**config.mk**
```make
export PLATFORM = sky130hd
export DESIGN_NAME = eic_top
export DESIGN_NICKNAME = d
export VERILOG_FILES = /design/src/eic_pkg.sv /design/src/eic_line.sv /design/src/eic_top.sv
export SDC_FILE = /design/constraint.sdc
export NUM_CORES = 1
export LEC_CHECK = 0
export BUFFER_PORTS_ARGS = -buffer_cell sky130_fd_sc_hd__buf_2
export CORE_ASPECT_RATIO = 0.8
export CORE_MARGIN = 1.5
export CORE_UTILIZATION = 35
export CTS_CLUSTER_DIAMETER = 40
export CTS_CLUSTER_SIZE = 20
export DETAILED_ROUTE_END_ITERATION = 8
export GPL_TIMING_DRIVEN = 0
export MAX_ROUTING_LAYER = met4
export SETUP_SLACK_MARGIN = 0.2
export SYNTH_ARGS = -nofsm -noshare
export SYNTH_HDL_FRONTEND = slang
export SYNTH_SLANG_ARGS = --single-unit
```
**constraint.sdc**
```tcl
create_clock -name clock -period 3.55 [get_ports clock]
set_input_delay 0.5325 -clock clock [delete_from_list [all_inputs] [get_ports clock]]
set_output_delay 0.5325 -clock clock [all_outputs]
set_load 0.01 [all_outputs]
```
**src/eic_pkg.sv**
```systemverilog
// constants for the external interrupt configuration block
package eic_pkg;
    // register addresses (index on the plain register port)
    localparam logic [1:0] SENS_ADDR = 2'h0;
    localparam logic [1:0] PSEL_ADDR = 2'h1;
    localparam logic [1:0] STAT_ADDR = 2'h2;
    localparam logic [1:0] MASK_ADDR = 2'h3;
    // reset values
    localparam logic [7:0] SENS_RESET = 8'h00;
    localparam logic [7:0] PSEL_RESET = 8'h0C;
    localparam logic [3:0] MASK_RESET = 4'h0;
    // trigger codes
    localparam logic [1:0] TRIG_FALL_LOW = 2'h0;
    localparam logic [1:0] TRIG_RISE = 2'h1;
    localparam logic [1:0] TRIG_FALL = 2'h2;
    localparam logic [1:0] TRIG_BOTH = 2'h3;
    // field width and line count
    localparam int CODE_W = 2;
    localparam int LINES = 4;
    // pin choice that feeds the non-waking source on line 2
    localparam logic [1:0] LINE2_NOWAKE_CHOICE = 2'h1;
    // line 3 choice with no pin behind it
    localparam logic [1:0] LINE3_NONE_CHOICE = 2'h3;
endpackage : eic_pkg

```
**src/eic_line.sv**
```systemverilog
// one external line: synchroniser, trigger detect and pending latch
`timescale 1ns/1ns
module eic_line (
    // clock and reset
    input wire logic clock,
    input wire logic reset_n,
    // source and configuration
    input wire logic pin_raw,
    input wire logic source_valid,
    input wire logic [1:0] trigger_code,
    input wire logic code_changed,
    input wire logic ack,
    // results
    output logic pending,
    output logic event_pulse
);
    logic sync1_reg;
    logic sync2_reg;
    logic prev_reg;
    logic pend_reg;
    logic rise;
    logic fall;
    logic hit;

    // two-stage synchroniser, then one more sample for edges
    always_ff @(posedge clock or negedge reset_n) begin
        if (!reset_n) begin
            sync1_reg <= 1'b1;
            sync2_reg <= 1'b1;
            prev_reg <= 1'b1;
        end else begin
            sync1_reg <= pin_raw;
            sync2_reg <= sync1_reg;
            prev_reg <= sync2_reg;
        end
    end

    assign rise = sync2_reg & ~prev_reg;
    assign fall = ~sync2_reg & prev_reg;

    // decode trigger code
    always_comb begin
        unique case (trigger_code)
            eic_pkg::TRIG_FALL_LOW: hit = ~sync2_reg;
            eic_pkg::TRIG_RISE: hit = rise;
            eic_pkg::TRIG_FALL: hit = fall;
            eic_pkg::TRIG_BOTH: hit = rise | fall;
        endcase
    end

    // pending latch: a code change discards it, service clears it
    always_ff @(posedge clock or negedge reset_n) begin
        if (!reset_n) begin
            pend_reg <= 1'b0;
        end else if (code_changed) begin
            pend_reg <= 1'b0;
        end else if (source_valid && hit) begin
            pend_reg <= 1'b1;
        end else if (ack) begin
            pend_reg <= 1'b0;
        end
    end

    assign pending = pend_reg;
    assign event_pulse = source_valid & hit & ~code_changed;
endmodule : eic_line

```
**src/eic_top.sv**
```systemverilog
// external interrupt configuration: registers, pin routing and request lines
`timescale 1ns/1ns
module eic_top (
    // clock and reset
    input wire logic clock,
    input wire logic reset_n,
    // register port
    input wire logic [1:0] reg_addr,
    input wire logic [7:0] reg_wdata,
    input wire logic reg_write,
    input wire logic reg_read,
    output logic [7:0] reg_rdata,
    // port pins
    input wire logic [7:0] port_a_pins,
    input wire logic [6:0] port_b_pins,
    // core side
    input wire logic core_int_mask,
    input wire logic halt_mode,
    input wire logic [3:0] service_ack,
    output logic [3:0] int_request,
    output logic halt_wake,
    output logic irq
);
    logic [7:0] sensitivity_control_reg;
    logic [7:0] source_pin_select_reg;
    logic [3:0] status_reg;
    logic [3:0] mask_reg;
    logic [7:0] rdata_reg;
    logic [3:0] req_reg;
    logic wake_reg;
    logic irq_reg;
    logic [3:0] pending;
    logic [3:0] event_pulse;
    logic [3:0] code_changed;
    logic [3:0] src_pin;
    logic [3:0] src_valid;
    logic [3:0] wake_ok;
    logic sens_write;
    logic [1:0] line3_pin_choice;
    logic [1:0] line2_pin_choice;
    logic [1:0] line1_pin_choice;
    logic [1:0] line0_pin_choice;

    // --------------------------------------------------------------
    // register writes
    // --------------------------------------------------------------
    assign sens_write = reg_write && reg_addr == eic_pkg::SENS_ADDR && core_int_mask;

    // sensitivity register, locked while interrupts are enabled
    always_ff @(posedge clock or negedge reset_n) begin
        if (!reset_n) begin
            sensitivity_control_reg <= eic_pkg::SENS_RESET;
        end else if (sens_write) begin
            sensitivity_control_reg <= reg_wdata;
        end
    end

    // pin selection register
    always_ff @(posedge clock or negedge reset_n) begin
        if (!reset_n) begin
            source_pin_select_reg <= eic_pkg::PSEL_RESET;
        end else if (reg_write && reg_addr == eic_pkg::PSEL_ADDR) begin
            source_pin_select_reg <= reg_wdata;
        end
    end

    // interrupt mask register
    always_ff @(posedge clock or negedge reset_n) begin
        if (!reset_n) begin
            mask_reg <= eic_pkg::MASK_RESET;
        end else if (reg_write && reg_addr == eic_pkg::MASK_ADDR) begin
            mask_reg <= reg_wdata[3:0];
        end
    end

    // --------------------------------------------------------------
    // pin routing
    // --------------------------------------------------------------
    assign line3_pin_choice = source_pin_select_reg[7:6];
    assign line2_pin_choice = source_pin_select_reg[5:4];
    assign line1_pin_choice = source_pin_select_reg[3:2];
    assign line0_pin_choice = source_pin_select_reg[1:0];

    // raw pins go straight to the line synchronisers, never registered here
    always_comb begin
        src_valid = 4'hF;
        src_pin = 4'hF;
        unique case (line3_pin_choice)
            2'h0: src_pin[3] = port_b_pins[0];
            2'h1: src_pin[3] = port_b_pins[1];
            2'h2: src_pin[3] = port_b_pins[2];
            default: src_valid[3] = 1'b0;
        endcase
        src_pin[2] = port_b_pins[3 + line2_pin_choice];
        src_pin[1] = port_a_pins[4 + line1_pin_choice];
        src_pin[0] = port_a_pins[line0_pin_choice];
    end

    // --------------------------------------------------------------
    // per-line detection
    // --------------------------------------------------------------
    genvar i;
    generate
        for (i = 0; i < eic_pkg::LINES; i++) begin : g_line
            // any write of a differing code that lands (core_int_mask set) counts as a change
            assign code_changed[i] = sens_write &&
                reg_wdata[2*i +: 2] != sensitivity_control_reg[2*i +: 2];
            eic_line u_line (
                .clock(clock),
                .reset_n(reset_n),
                .pin_raw(src_pin[i]),
                .source_valid(src_valid[i]),
                .trigger_code(sensitivity_control_reg[2*i +: 2]),
                .code_changed(code_changed[i]),
                .ack(service_ack[i]),
                .pending(pending[i]),
                .event_pulse(event_pulse[i])
            );
        end
    endgenerate

    // line 2 routed from port B line 4 cannot wake the core
    always_comb begin
        wake_ok = pending;
        if (line2_pin_choice == eic_pkg::LINE2_NOWAKE_CHOICE) begin
            wake_ok[2] = 1'b0;
        end
    end

    // --------------------------------------------------------------
    // core side outputs
    // --------------------------------------------------------------
    // requests held back while the global mask is set
    always_ff @(posedge clock or negedge reset_n) begin
        if (!reset_n) begin
            req_reg <= 4'h0;
        end else begin
            req_reg <= core_int_mask ? 4'h0 : (pending & ~service_ack);
        end
    end

    // wake request, only meaningful during halt
    always_ff @(posedge clock or negedge reset_n) begin
        if (!reset_n) begin
            wake_reg <= 1'b0;
        end else begin
            wake_reg <= halt_mode && (|wake_ok);
        end
    end

    // --------------------------------------------------------------
    // event status, read to clear; set wins over clear
    // --------------------------------------------------------------
    always_ff @(posedge clock or negedge reset_n) begin
        if (!reset_n) begin
            status_reg <= 4'h0;
        end else if (reg_read && reg_addr == eic_pkg::STAT_ADDR) begin
            status_reg <= event_pulse;
        end else begin
            status_reg <= status_reg | event_pulse;
        end
    end

    // level interrupt from the status plus this cycle's event pulses, so it sets on the same edge as status
    always_ff @(posedge clock or negedge reset_n) begin
        if (!reset_n) begin
            irq_reg <= 1'b0;
        end else begin
            irq_reg <= |(((status_reg | event_pulse) & ~({4{reg_read && reg_addr == eic_pkg::STAT_ADDR}}
                & status_reg)) & mask_reg);
        end
    end

    // read data one cycle after the strobe, zero otherwise
    always_ff @(posedge clock or negedge reset_n) begin
        if (!reset_n) begin
            rdata_reg <= 8'h00;
        end else if (reg_read) begin
            unique case (reg_addr)
                eic_pkg::SENS_ADDR: rdata_reg <= sensitivity_control_reg;
                eic_pkg::PSEL_ADDR: rdata_reg <= source_pin_select_reg;
                eic_pkg::STAT_ADDR: rdata_reg <= {4'h0, status_reg};
                eic_pkg::MASK_ADDR: rdata_reg <= {4'h0, mask_reg};
            endcase
        end else begin
            rdata_reg <= 8'h00;
        end
    end

    assign reg_rdata = rdata_reg;
    assign int_request = req_reg;
    assign halt_wake = wake_reg;
    assign irq = irq_reg;
endmodule : eic_top

```
==> reports/metrics.cfg, run 1 <==
[cells_and_area]
syn2layout_area_growth_pct = 17.9
diodes = 0
drive_gt1_frac = 0.443
fin_cells = 322
fin_nets = 279

[detailed_routing]
antenna_left = 0
remaining_drc_errors = 0
drt-total-wl_um = 4870
drt-initial-drc-count = 114
drtPass1Iterations = 4
vias_per_cell = 4.94
vias = 1590
post_drt_wl_per_cell_um = 15.1

[floorplanning]
dieArea_mm2 = 0.00776
dieWidth_um = 98.1
design.core.area_mm2 = 0.00696
rows = 27
start_util = 0.364
ioPinCount = 49
die_y_um = 79.1

[sta]
fin_ws_ns = 1.66
final.period_utilization = 0.531
whs_ns = 0.360
worst-slew-pin-transition_ns = 1.17
setup_viol = 0
rsz0062_at_grt = no
slew_headroom = 0.219
fmax_ghz = 0.530
fin_crit_ns = 1.89
setup_tns_ns = 0
timing_max_transition_violations_final = 0
skew_ns = 0.00579
hold_viol = 0

[power]
power_leakage_uw = 0.00140
vdd_ir_drop_max_mv = 0.201
powerDensity_mw_per_mm2 = 591

[synth]
synth-simple-area-share = 0.0702
synth_ff_type = dfrtp_1
syn_inst = 180
synth_xor_area_frac = 0.0277
synthAdderAreaFrac = 0.0494
syn_area_mm2 = 0.00253
synthArstFlopShare = 1.00
synth_top_family_by_area = multiplexers
yosysWarnings = 0
synth_cell_types = 35
synth_edf_count = 0
synth.avg_cell_area_um2 = 14.1
synth-seq-cells = 54
synthMuxAreaShare = 0.207
syn_nets = 225
synth-compound-area-share = 0.0702
seq_area_frac_synth = 0.541

[place]
portBuffers = 47
dp_hpwl_um = 3630
pre_cts_ws_ns = 1.66
dp.cells = 314
gp_congestion = 0.789

[clocking]
cts_made_buffers = 5
cts-root-buf = clkbuf_8
cts.sinks = 54
htree_levels = 2
cts_setup_buffers = 0
insertion_delay_ns = 0.31
clk_pin_slew_worst_paths_ns = 0.09
cts-hold-fix-buffers = 0
cts_resized = 0
clock_path_buffers = 2
cts_tree = built

[setup_path]
path_class = reg2reg
worstPathCellList = inv_1, ha_1, inv_2, mux4_2, a32oi_2, o2111ai_1
endpoint_kind = flop
cp_data_arrival_time_ns = 2.06
critPathTopFamily = flip-flops
path_max_fanout = 2
cpMaxStageDelayCell = dfstp_2
startpoint_type = flop
rr_startpoint = g_line[3].u_line.prev_reg$_DFF_PN1_
r2r_slack_ns = 1.66
crit_buf_inv = 2
reg2reg_to = irq$_DFF_PN0_
critPathRequiredTime_ns = 3.72
cpPeakStageDelay_ns = 0.54
r2r_cells = 6

[global_routing]
antenna_found_initial = 0
grt_pass1_wl_um = 8070
grt_pass1_vias = 1580
track_usage = 0.140
grt_overflow = 0
grt_max_degree = 55

[hold_path]
worstHoldStart = g_line[2].u_line.sync1_reg$_DFF_PN1_
hp-class = reg2reg
min_path_cells = 0
min_to = g_line[2].u_line.sync2_reg$_DFF_PN1_

[flow_run]
cap_violations = 0

[outcome]
status = finished, final reports clean

==> placed cells by master (no fill, tap or decap), types with 4 or more instances in the layout <==
| master | n |
|---|---|
| nor2b_1 | 9 |
| buf_2 | 47 |
| o21a_1 | 4 |
| mux2_2 | 16 |
| inv_1 | 15 |
| ha_1 | 10 |
| nor2_1 | 6 |
| and2_1 | 4 |
| mux2i_1 | 5 |
| mux4_2 | 11 |
| mux2_1 | 4 |
| clkbuf_8 | 5 |
| dfstp_2 | 14 |
| xor2_1 | 8 |
| dfrtp_1 | 40 |
==> Yosys cell counts, types with 4 or more instances <==
| cell | instances | area, um2 |
|---|---|---|
| mux4_2 | 11 | 248 |
| xor2_1 | 8 | 70.1 |
| nor2b_1 | 9 | 56.3 |
| dfstp_2 | 14 | 368 |
| o21a_1 | 4 | 30.0 |
| inv_1 | 15 | 56.3 |
| ha_1 | 10 | 125 |
| dfrtp_1 | 40 | 1000 |
| mux2_1 | 4 | 45.0 |
| and2_1 | 4 | 25.0 |
| nor2_1 | 6 | 22.5 |
| mux2_2 | 16 | 180 |
| mux2i_1 | 5 | 50.1 |
==> cell families (layout without fill, tap and decap cells) <==
family                   count (synthesis)  after routing
XOR/XNOR                                 8              8
flip-flops                              54             54
multiplexers                            36             36
adder cells (fa/ha/maj)                 10             10
AO/OA/AOI/OAI                           23             23
buffers and inverters                   20             75
AND/OR/NAND/NOR                         29             29
==> where the power goes <==
group / internal [uW] / switching, uW / total, uW
Combinational: 253 / 193 / 446
Sequential: 797 / 114 / 911
Clock: 208 / 201 / 409
==> per-stage QoR <==
step	area (um2)	power (uW)	util
after global placement	2880	1360	0.413
after CTS	2990	1790	0.429
after global routing	2990	1880	0.429
after floorplan	2530	1220	-
final	2990	1770	0.429
after detailed placement	2880	1380	0.413
==> how the worst max path moves through the flow <==
stage	end	startpoint	cells past startpoint	slack [ns]
global placement	irq$_DFF_PN0_	g_line[3].u_line.prev_reg$_DFF_PN1_	6	1.66
global route	irq$_DFF_PN0_	g_line[3].u_line.prev_reg$_DFF_PN1_	6	1.58
detailed placement	irq$_DFF_PN0_	g_line[3].u_line.prev_reg$_DFF_PN1_	6	1.66
CTS	irq$_DFF_PN0_	g_line[3].u_line.prev_reg$_DFF_PN1_	6	1.65
finish	irq$_DFF_PN0_	g_line[3].u_line.prev_reg$_DFF_PN1_	6	1.66
floorplan	irq$_DFF_PN0_	g_line[3].u_line.prev_reg$_DFF_PN1_	6	1.78
==> final cells by class <==
cell class              count  area, um2
flip-flops and latches     54       1370
clock inverters             3       40.0
repair buffers             47        235
multi-input cells         106       1070
clock buffers               5       68.8
fillers                   673       3970
inverters                  17       63.8
well taps                  87        109
plain buffers               3       26.3
==> per-layer routing <==
layer / wire length, um / global-route usage / up-vias
met1: 2300 / 0.195 / 794
li1: - / - / 748
met5: 0 / - / -
met4: 71 / 0.0471 / 0
met3: 247 / 0.0335 / 8
met2: 2250 / 0.201 / 40
==> worst reg2reg max path, cell delays in order (launching register included) <==
cell and delay, ns:
dfstp_2 0.54, inv_1 0.04, ha_1 0.28, inv_2 0.03, mux4_2 0.48, a32oi_2 0.22, o2111ai_1 0.17
(Power assumes the default switching activity.)
==> inputs of run 2 (changes only) <==
ABC_AREA = 1   (was unset)
clock period = 1.65 ns   (was 3.55 ns; I/O delays follow)
==> run 2 against run 1 <==
Against the previous run:
- register-to-register slack got worse by 1.5 ns
- hold slack lost 0.27 ns
- synthesized cell count is 79% higher
- setup slack got worse by 1.5 ns
- die area is 6.2% higher
- combinational power grew to 2.5 times the previous value
- cell count grew 52%
- critical path depth grew 3
- utilization increased by 1.4 points
- synthesized area is 6.5% higher
- critical path type unchanged
- clock power increased by 96%
==> reports/metrics.cfg, run 2 <==
[detailed_routing]
antenna_left = 0
vias_per_cell = 4.60
drt-initial-drc-count = 107
drtPass1Iterations = 5
remaining_drc_errors = 0
post_drt_wl_per_cell_um = 12.9
drt-total-wl_um = 6330
vias = 2256

[sta]
rsz0062_at_grt = yes
fmax_ghz = 0.678
timing_max_transition_violations_final = 0
slew_headroom = 0.740
worst-slew-pin-transition_ns = 0.390
setup_tns_ns = 0
whs_ns = 0.0888
fin_crit_ns = 1.47
final.period_utilization = 0.894
fin_ws_ns = 0.175
hold_viol = 0
skew_ns = 0.0104
setup_viol = 0

[synth]
synth_xor_area_frac = 0
synth-simple-area-share = 0.259
yosysWarnings = 0
synth_ff_type = dfrtp_1
synthTopCellsByCount = 115 x nand2_1, 45 x inv_1, 40 x dfrtp_1, 15 x o21ai_0, 15 x o21ai_1
yosysTopAreaCellShare = 0.371
synthMuxAreaShare = 0
synth_top_family_by_area = simple AND/OR/NAND/NOR gates
synth-seq-cells = 54
synth_edf_count = 0
syn_area_mm2 = 0.00270
seq_area_frac_synth = 0.508
yosysMostFrequentCell = nand2_1
synth.avg_cell_area_um2 = 8.35
synth-compound-area-share = 0.103
yosys-top-cells-area = dfrtp_1 37%, nand2_1 16%, dfstp_2 14%
synthAdderAreaFrac = 0.0464
syn_inst = 323
syn_nets = 368
synth_top_cell_by_area = dfrtp_1
synth_cell_types = 27
synthArstFlopShare = 1.00

[clocking]
insertion_delay_ns = 0.32
cts.sinks = 54
cts_tree = built
cts-root-buf = clkbuf_8
cts_made_buffers = 5
clk_pin_slew_worst_paths_ns = 0.10
clock_path_buffers = 2
htree_levels = 2

[power]
total_power_uw = 3810
powerDensity_mw_per_mm2 = 1160
vdd_ir_drop_max_mv = 0.432
power_leakage_uw = 0.00172

[floorplanning]
start_util = 0.363
dieWidth_um = 101
rows = 28
design.core.area_mm2 = 0.00743
die_y_um = 81.5
dieArea_mm2 = 0.00824
ioPinCount = 49

[flow_run]
cap_violations = 0

[setup_path]
cp_data_arrival_time_ns = 1.66
endpoint_kind = flop
rr_startpoint = g_line[1].u_line.prev_reg$_DFF_PN1_
path_class = reg2reg
crit_end = irq$_DFF_PN0_
r2r_slack_ns = 0.18
critPathLaunch = g_line[1].u_line.prev_reg$_DFF_PN1_
path_max_fanout = 2
startpoint_type = flop
reg2reg_to = irq$_DFF_PN0_
critPathRequiredTime_ns = 1.84
r2r_cells = 9

[cells_and_area]
drive_gt1_frac = 0.309
fin_nets = 429
mostFrequentLayoutCell = nand2_1
syn2layout_area_growth_pct = 22.1
diodes = 0
final_cell_mix = 108 x nand2_1, 50 x buf_2, 42 x inv_1
utilization = 0.443

[global_routing]
grt_pass1_wl_um = 10300
grt_max_degree = 55
antenna_found_initial = 0
grt_overflow = 0
grt_pass1_vias = 2086
track_usage = 0.170

[place]
dp_hpwl_um = 4460
gp_congestion = 0.835
pre_cts_ws_ns = 0.119
portBuffers = 48

[hold_path]
hp-class = in2reg

[outcome]
status = finished, final reports clean

==> run 2: routing by layer <==
layer  GRT usage  part of all wire
met5           -                 0
met4      0.0500            0.0081
met3      0.0315             0.056
met2       0.242              0.44
met1       0.246              0.49
==> run 2: area by class of cell <==
cell class | count | area [um2]
clock inverter | 2 | 12.5
sequential | 54 | 1370
multi-input combinational | 215 | 1170
fill | 789 | 4130
tap | 105 | 131
clock buffer | 6 | 82.6
buffer | 3 | 30.0
inverter | 51 | 194
timing repair buffer | 54 | 304
==> run 2: critical path, cell delays in order, from the launching register on <==
cell,delay [ns]
dfstp_2,0.55
inv_2,0.04
ha_4,0.25
nand2_2,0.05
nand3_2,0.07
nand2_2,0.06
nand2_2,0.10
nand2_2,0.06
nand2_1,0.06
nand4_1,0.10
==> run 2: worst min path at each step <==
| stage | start | endpoint | slack, ns | cells past startpoint |
|---|---|---|---|---|
| global placement | g_line[3].u_line.sync1_reg$_DFF_PN1_ | g_line[3].u_line.sync2_reg$_DFF_PN1_ | 0.35 | 0 |
| finish | service_ack[1] | int_request[1]$_DFF_PN0_ | 0.09 | 2 |
| floorplan | reset_n | g_line[0].u_line.pending$_DFFE_PN0P_ | -0.05 | 0 |
| global route | service_ack[1] | int_request[1]$_DFF_PN0_ | 0.08 | 2 |
| detailed placement | g_line[1].u_line.sync1_reg$_DFF_PN1_ | g_line[1].u_line.sync2_reg$_DFF_PN1_ | 0.35 | 0 |
| CTS | service_ack[1] | int_request[1]$_DFF_PN0_ | 0.08 | 2 |
==> run 2: kinds of logic (layout without fill, tap and decap cells) <==
kind of cell | Yosys count | in the layout
compound gates | 49 | 49
buf+inv | 54 | 116
simple gates | 156 | 156
fa+ha+maj | 10 | 10
flops | 54 | 54
==> run 2: what timing repair did <==
| action | in CTS | in global routing |
|---|---|---|
| setup endpoints to repair | 2 | 3 |
| hold buffers | 0 | 1 |
| pin swaps | 17 | 9 |
| resized for setup | 10 | 11 |
| setup buffers | 3 | 1 |
| hold endpoints to repair | 0 | 10 |
==> run 2: power by group <==
group	leakage (uW)	switching (uW)	internal (uW)	total, uW
Combinational	0.00104	669	458	1130
Sequential	0.000635	206	1670	1880
Clock	0.0000472	463	339	802
==> run 2: per-stage QoR <==
step,area [um2],cells
finish,3290,490
global route,3290,490
CTS,3210,487
detailed placement,3070,476
global placement,3070,476
floorplan,2700,323
==> inputs of run 3 (changes only) <==
SKIP_CTS_REPAIR_TIMING = 1   (was unset)
clock period = 1.24 ns   (was 1.65 ns; I/O delays follow)
==> run 3 against run 2 <==
Against the previous run:
- the flow now finishes with violations (setup timing)
- largest cell class unchanged
- utilization up 2.7 points
- combinational power up 48%
- clock power up 78%
- global-route usage down 0.92 points
- critical endpoint unchanged
- critical path depth unchanged
- largest power group unchanged
- highest routed layer unchanged
- via count up 0.58%
- non-clock buffer count up 5
==> reports/metrics.cfg, run 3 (synthesized netlist as in run 2, its figures left out) <==
[power]
power_leakage_uw = 0.00178
vdd_ir_drop_max_mv = 0.671
powerDensity_mw_per_mm2 = 1610
total_power_uw = 5640

[setup_path]
rr_startpoint = g_line[1].u_line.prev_reg$_DFF_PN1_
startpoint_type = flop
r2r_slack_ns = -0.18
endpoint_kind = flop
critPathRequiredTime_ns = 1.43
r2r_cells = 9
cp_data_arrival_time_ns = 1.61
path_class = reg2reg
reg2reg_to = irq$_DFF_PN0_
path_max_fanout = 2

[floorplanning]
dieArea_mm2 = 0.00824
ioPinCount = 49
start_util = 0.363
design.core.area_mm2 = 0.00743
dieWidth_um = 101
die_y_um = 81.5
rows = 28

[global_routing]
antenna_found_initial = 0
grt_pass1_wl_um = 9890
track_usage = 0.161
grt_pass1_vias = 2087
grt_max_degree = 55
grt_overflow = 0

[clocking]
cts_made_buffers = 5
clock_path_buffers = 2
clk_pin_slew_worst_paths_ns = 0.10
cts_tree = built
cts.sinks = 54
htree_levels = 2
cts-root-buf = clkbuf_8
insertion_delay_ns = 0.30

[cells_and_area]
diodes = 0
mostFrequentLayoutCell = nand2_1
final_cell_mix = 104 x nand2_1, 49 x buf_2, 40 x dfrtp_1
drive_gt1_frac = 0.354
fillCellCount = 757
fin_nets = 434
fin_cells = 495
syn2layout_area_growth_pct = 29.7

[place]
pre_cts_ws_ns = -0.194
dp_hpwl_um = 4360
dp.cells = 476
portBuffers = 48
gp_congestion = 0.821

[detailed_routing]
drt-total-wl_um = 6310
vias_per_cell = 4.58
antenna_left = 0
drtPass1Iterations = 4
drt-initial-drc-count = 94
remaining_drc_errors = 0
vias = 2269
post_drt_wl_per_cell_um = 12.8

[sta]
fin_crit_ns = 1.42
slew_headroom = 0.614
timing_max_transition_violations_final = 0
rsz0062_at_grt = yes
worst-slew-pin-transition_ns = 0.577
fin_ws_ns = -0.176
hold_viol = 0
whs_ns = 0.0405
skew_ns = 0.00642
final.period_utilization = 1.14
setup_viol = 11
fmax_ghz = 0.706

[hold_path]
min_to = int_request[1]$_DFF_PN0_
worstHoldStart = service_ack[1]
hp-class = in2reg
min_path_cells = 2

[outcome]
status = complete, but fails checks
failed_checks = setup timing

[flow_run]
cap_violations = 0

-- run 3: how the worst max path moves through the flow --
stage,startpoint,to,slack [ns]
final,g_line[1].u_line.prev_reg$_DFF_PN1_,irq$_DFF_PN0_,-0.18
after global routing,g_line[1].u_line.prev_reg$_DFF_PN1_,irq$_DFF_PN0_,-0.26
after CTS,g_line[0].u_line.sync2_reg$_DFF_PN1_,irq$_DFF_PN0_,-0.20
after detailed placement,reg_addr[1],irq$_DFF_PN0_,-0.19
after global placement,reg_addr[1],irq$_DFF_PN0_,-0.18
after floorplan,g_line[0].u_line.prev_reg$_DFF_PN1_,irq$_DFF_PN0_,-0.08
-- run 3: area by class of cell --
class                      instances  area (um2)  area share
sequential                        54        1370       0.392
buffer                             3        32.5     0.00931
inverter                          51         194      0.0555
tap                              105         131      0.0376
multi-input combinational        215        1280       0.365
clock inverter                     2        60.1      0.0172
clock buffer                       6        82.6      0.0236
timing repair buffer              59         350       0.100
-- run 3: metrics by stage --
stage               instance area, um2  setup TNS (ns)  utilization
floorplan                         2720         -0.0803            -
global placement                  3090           -3.09        0.416
detailed placement                3090           -3.23        0.416
CTS                               3230          -0.523        0.435
global route                      3500           -1.34        0.471
finish                            3500          -0.569        0.471
-- run 3: layer usage --
layer / vias to the layer above / share of wire / GRT usage
met5: - / 0 / -
met4: 0 / 0.0068 / 0.0375
met3: 5 / 0.045 / 0.0298
met2: 57 / 0.44 / 0.236
met1: 1061 / 0.51 / 0.231
li1: 1146 / - / -
-- run 3: critical path, cell delays in order, from the launching register on --
cell,delay (ns)
dfstp_2,0.55
inv_2,0.04
ha_4,0.25
nand2_2,0.04
nand3_2,0.07
nand2_2,0.06
nand2_2,0.09
nand2_2,0.06
nand2_1,0.06
nand4_1,0.08
-- run 3: where the power goes --
group / total (uW) / switching (uW) / internal, uW
sequential: 2540 / 315 / 2230
combinational: 1670 / 935 / 732
clock: 1430 / 574 / 861
total: 5640 / 1820 / 3820
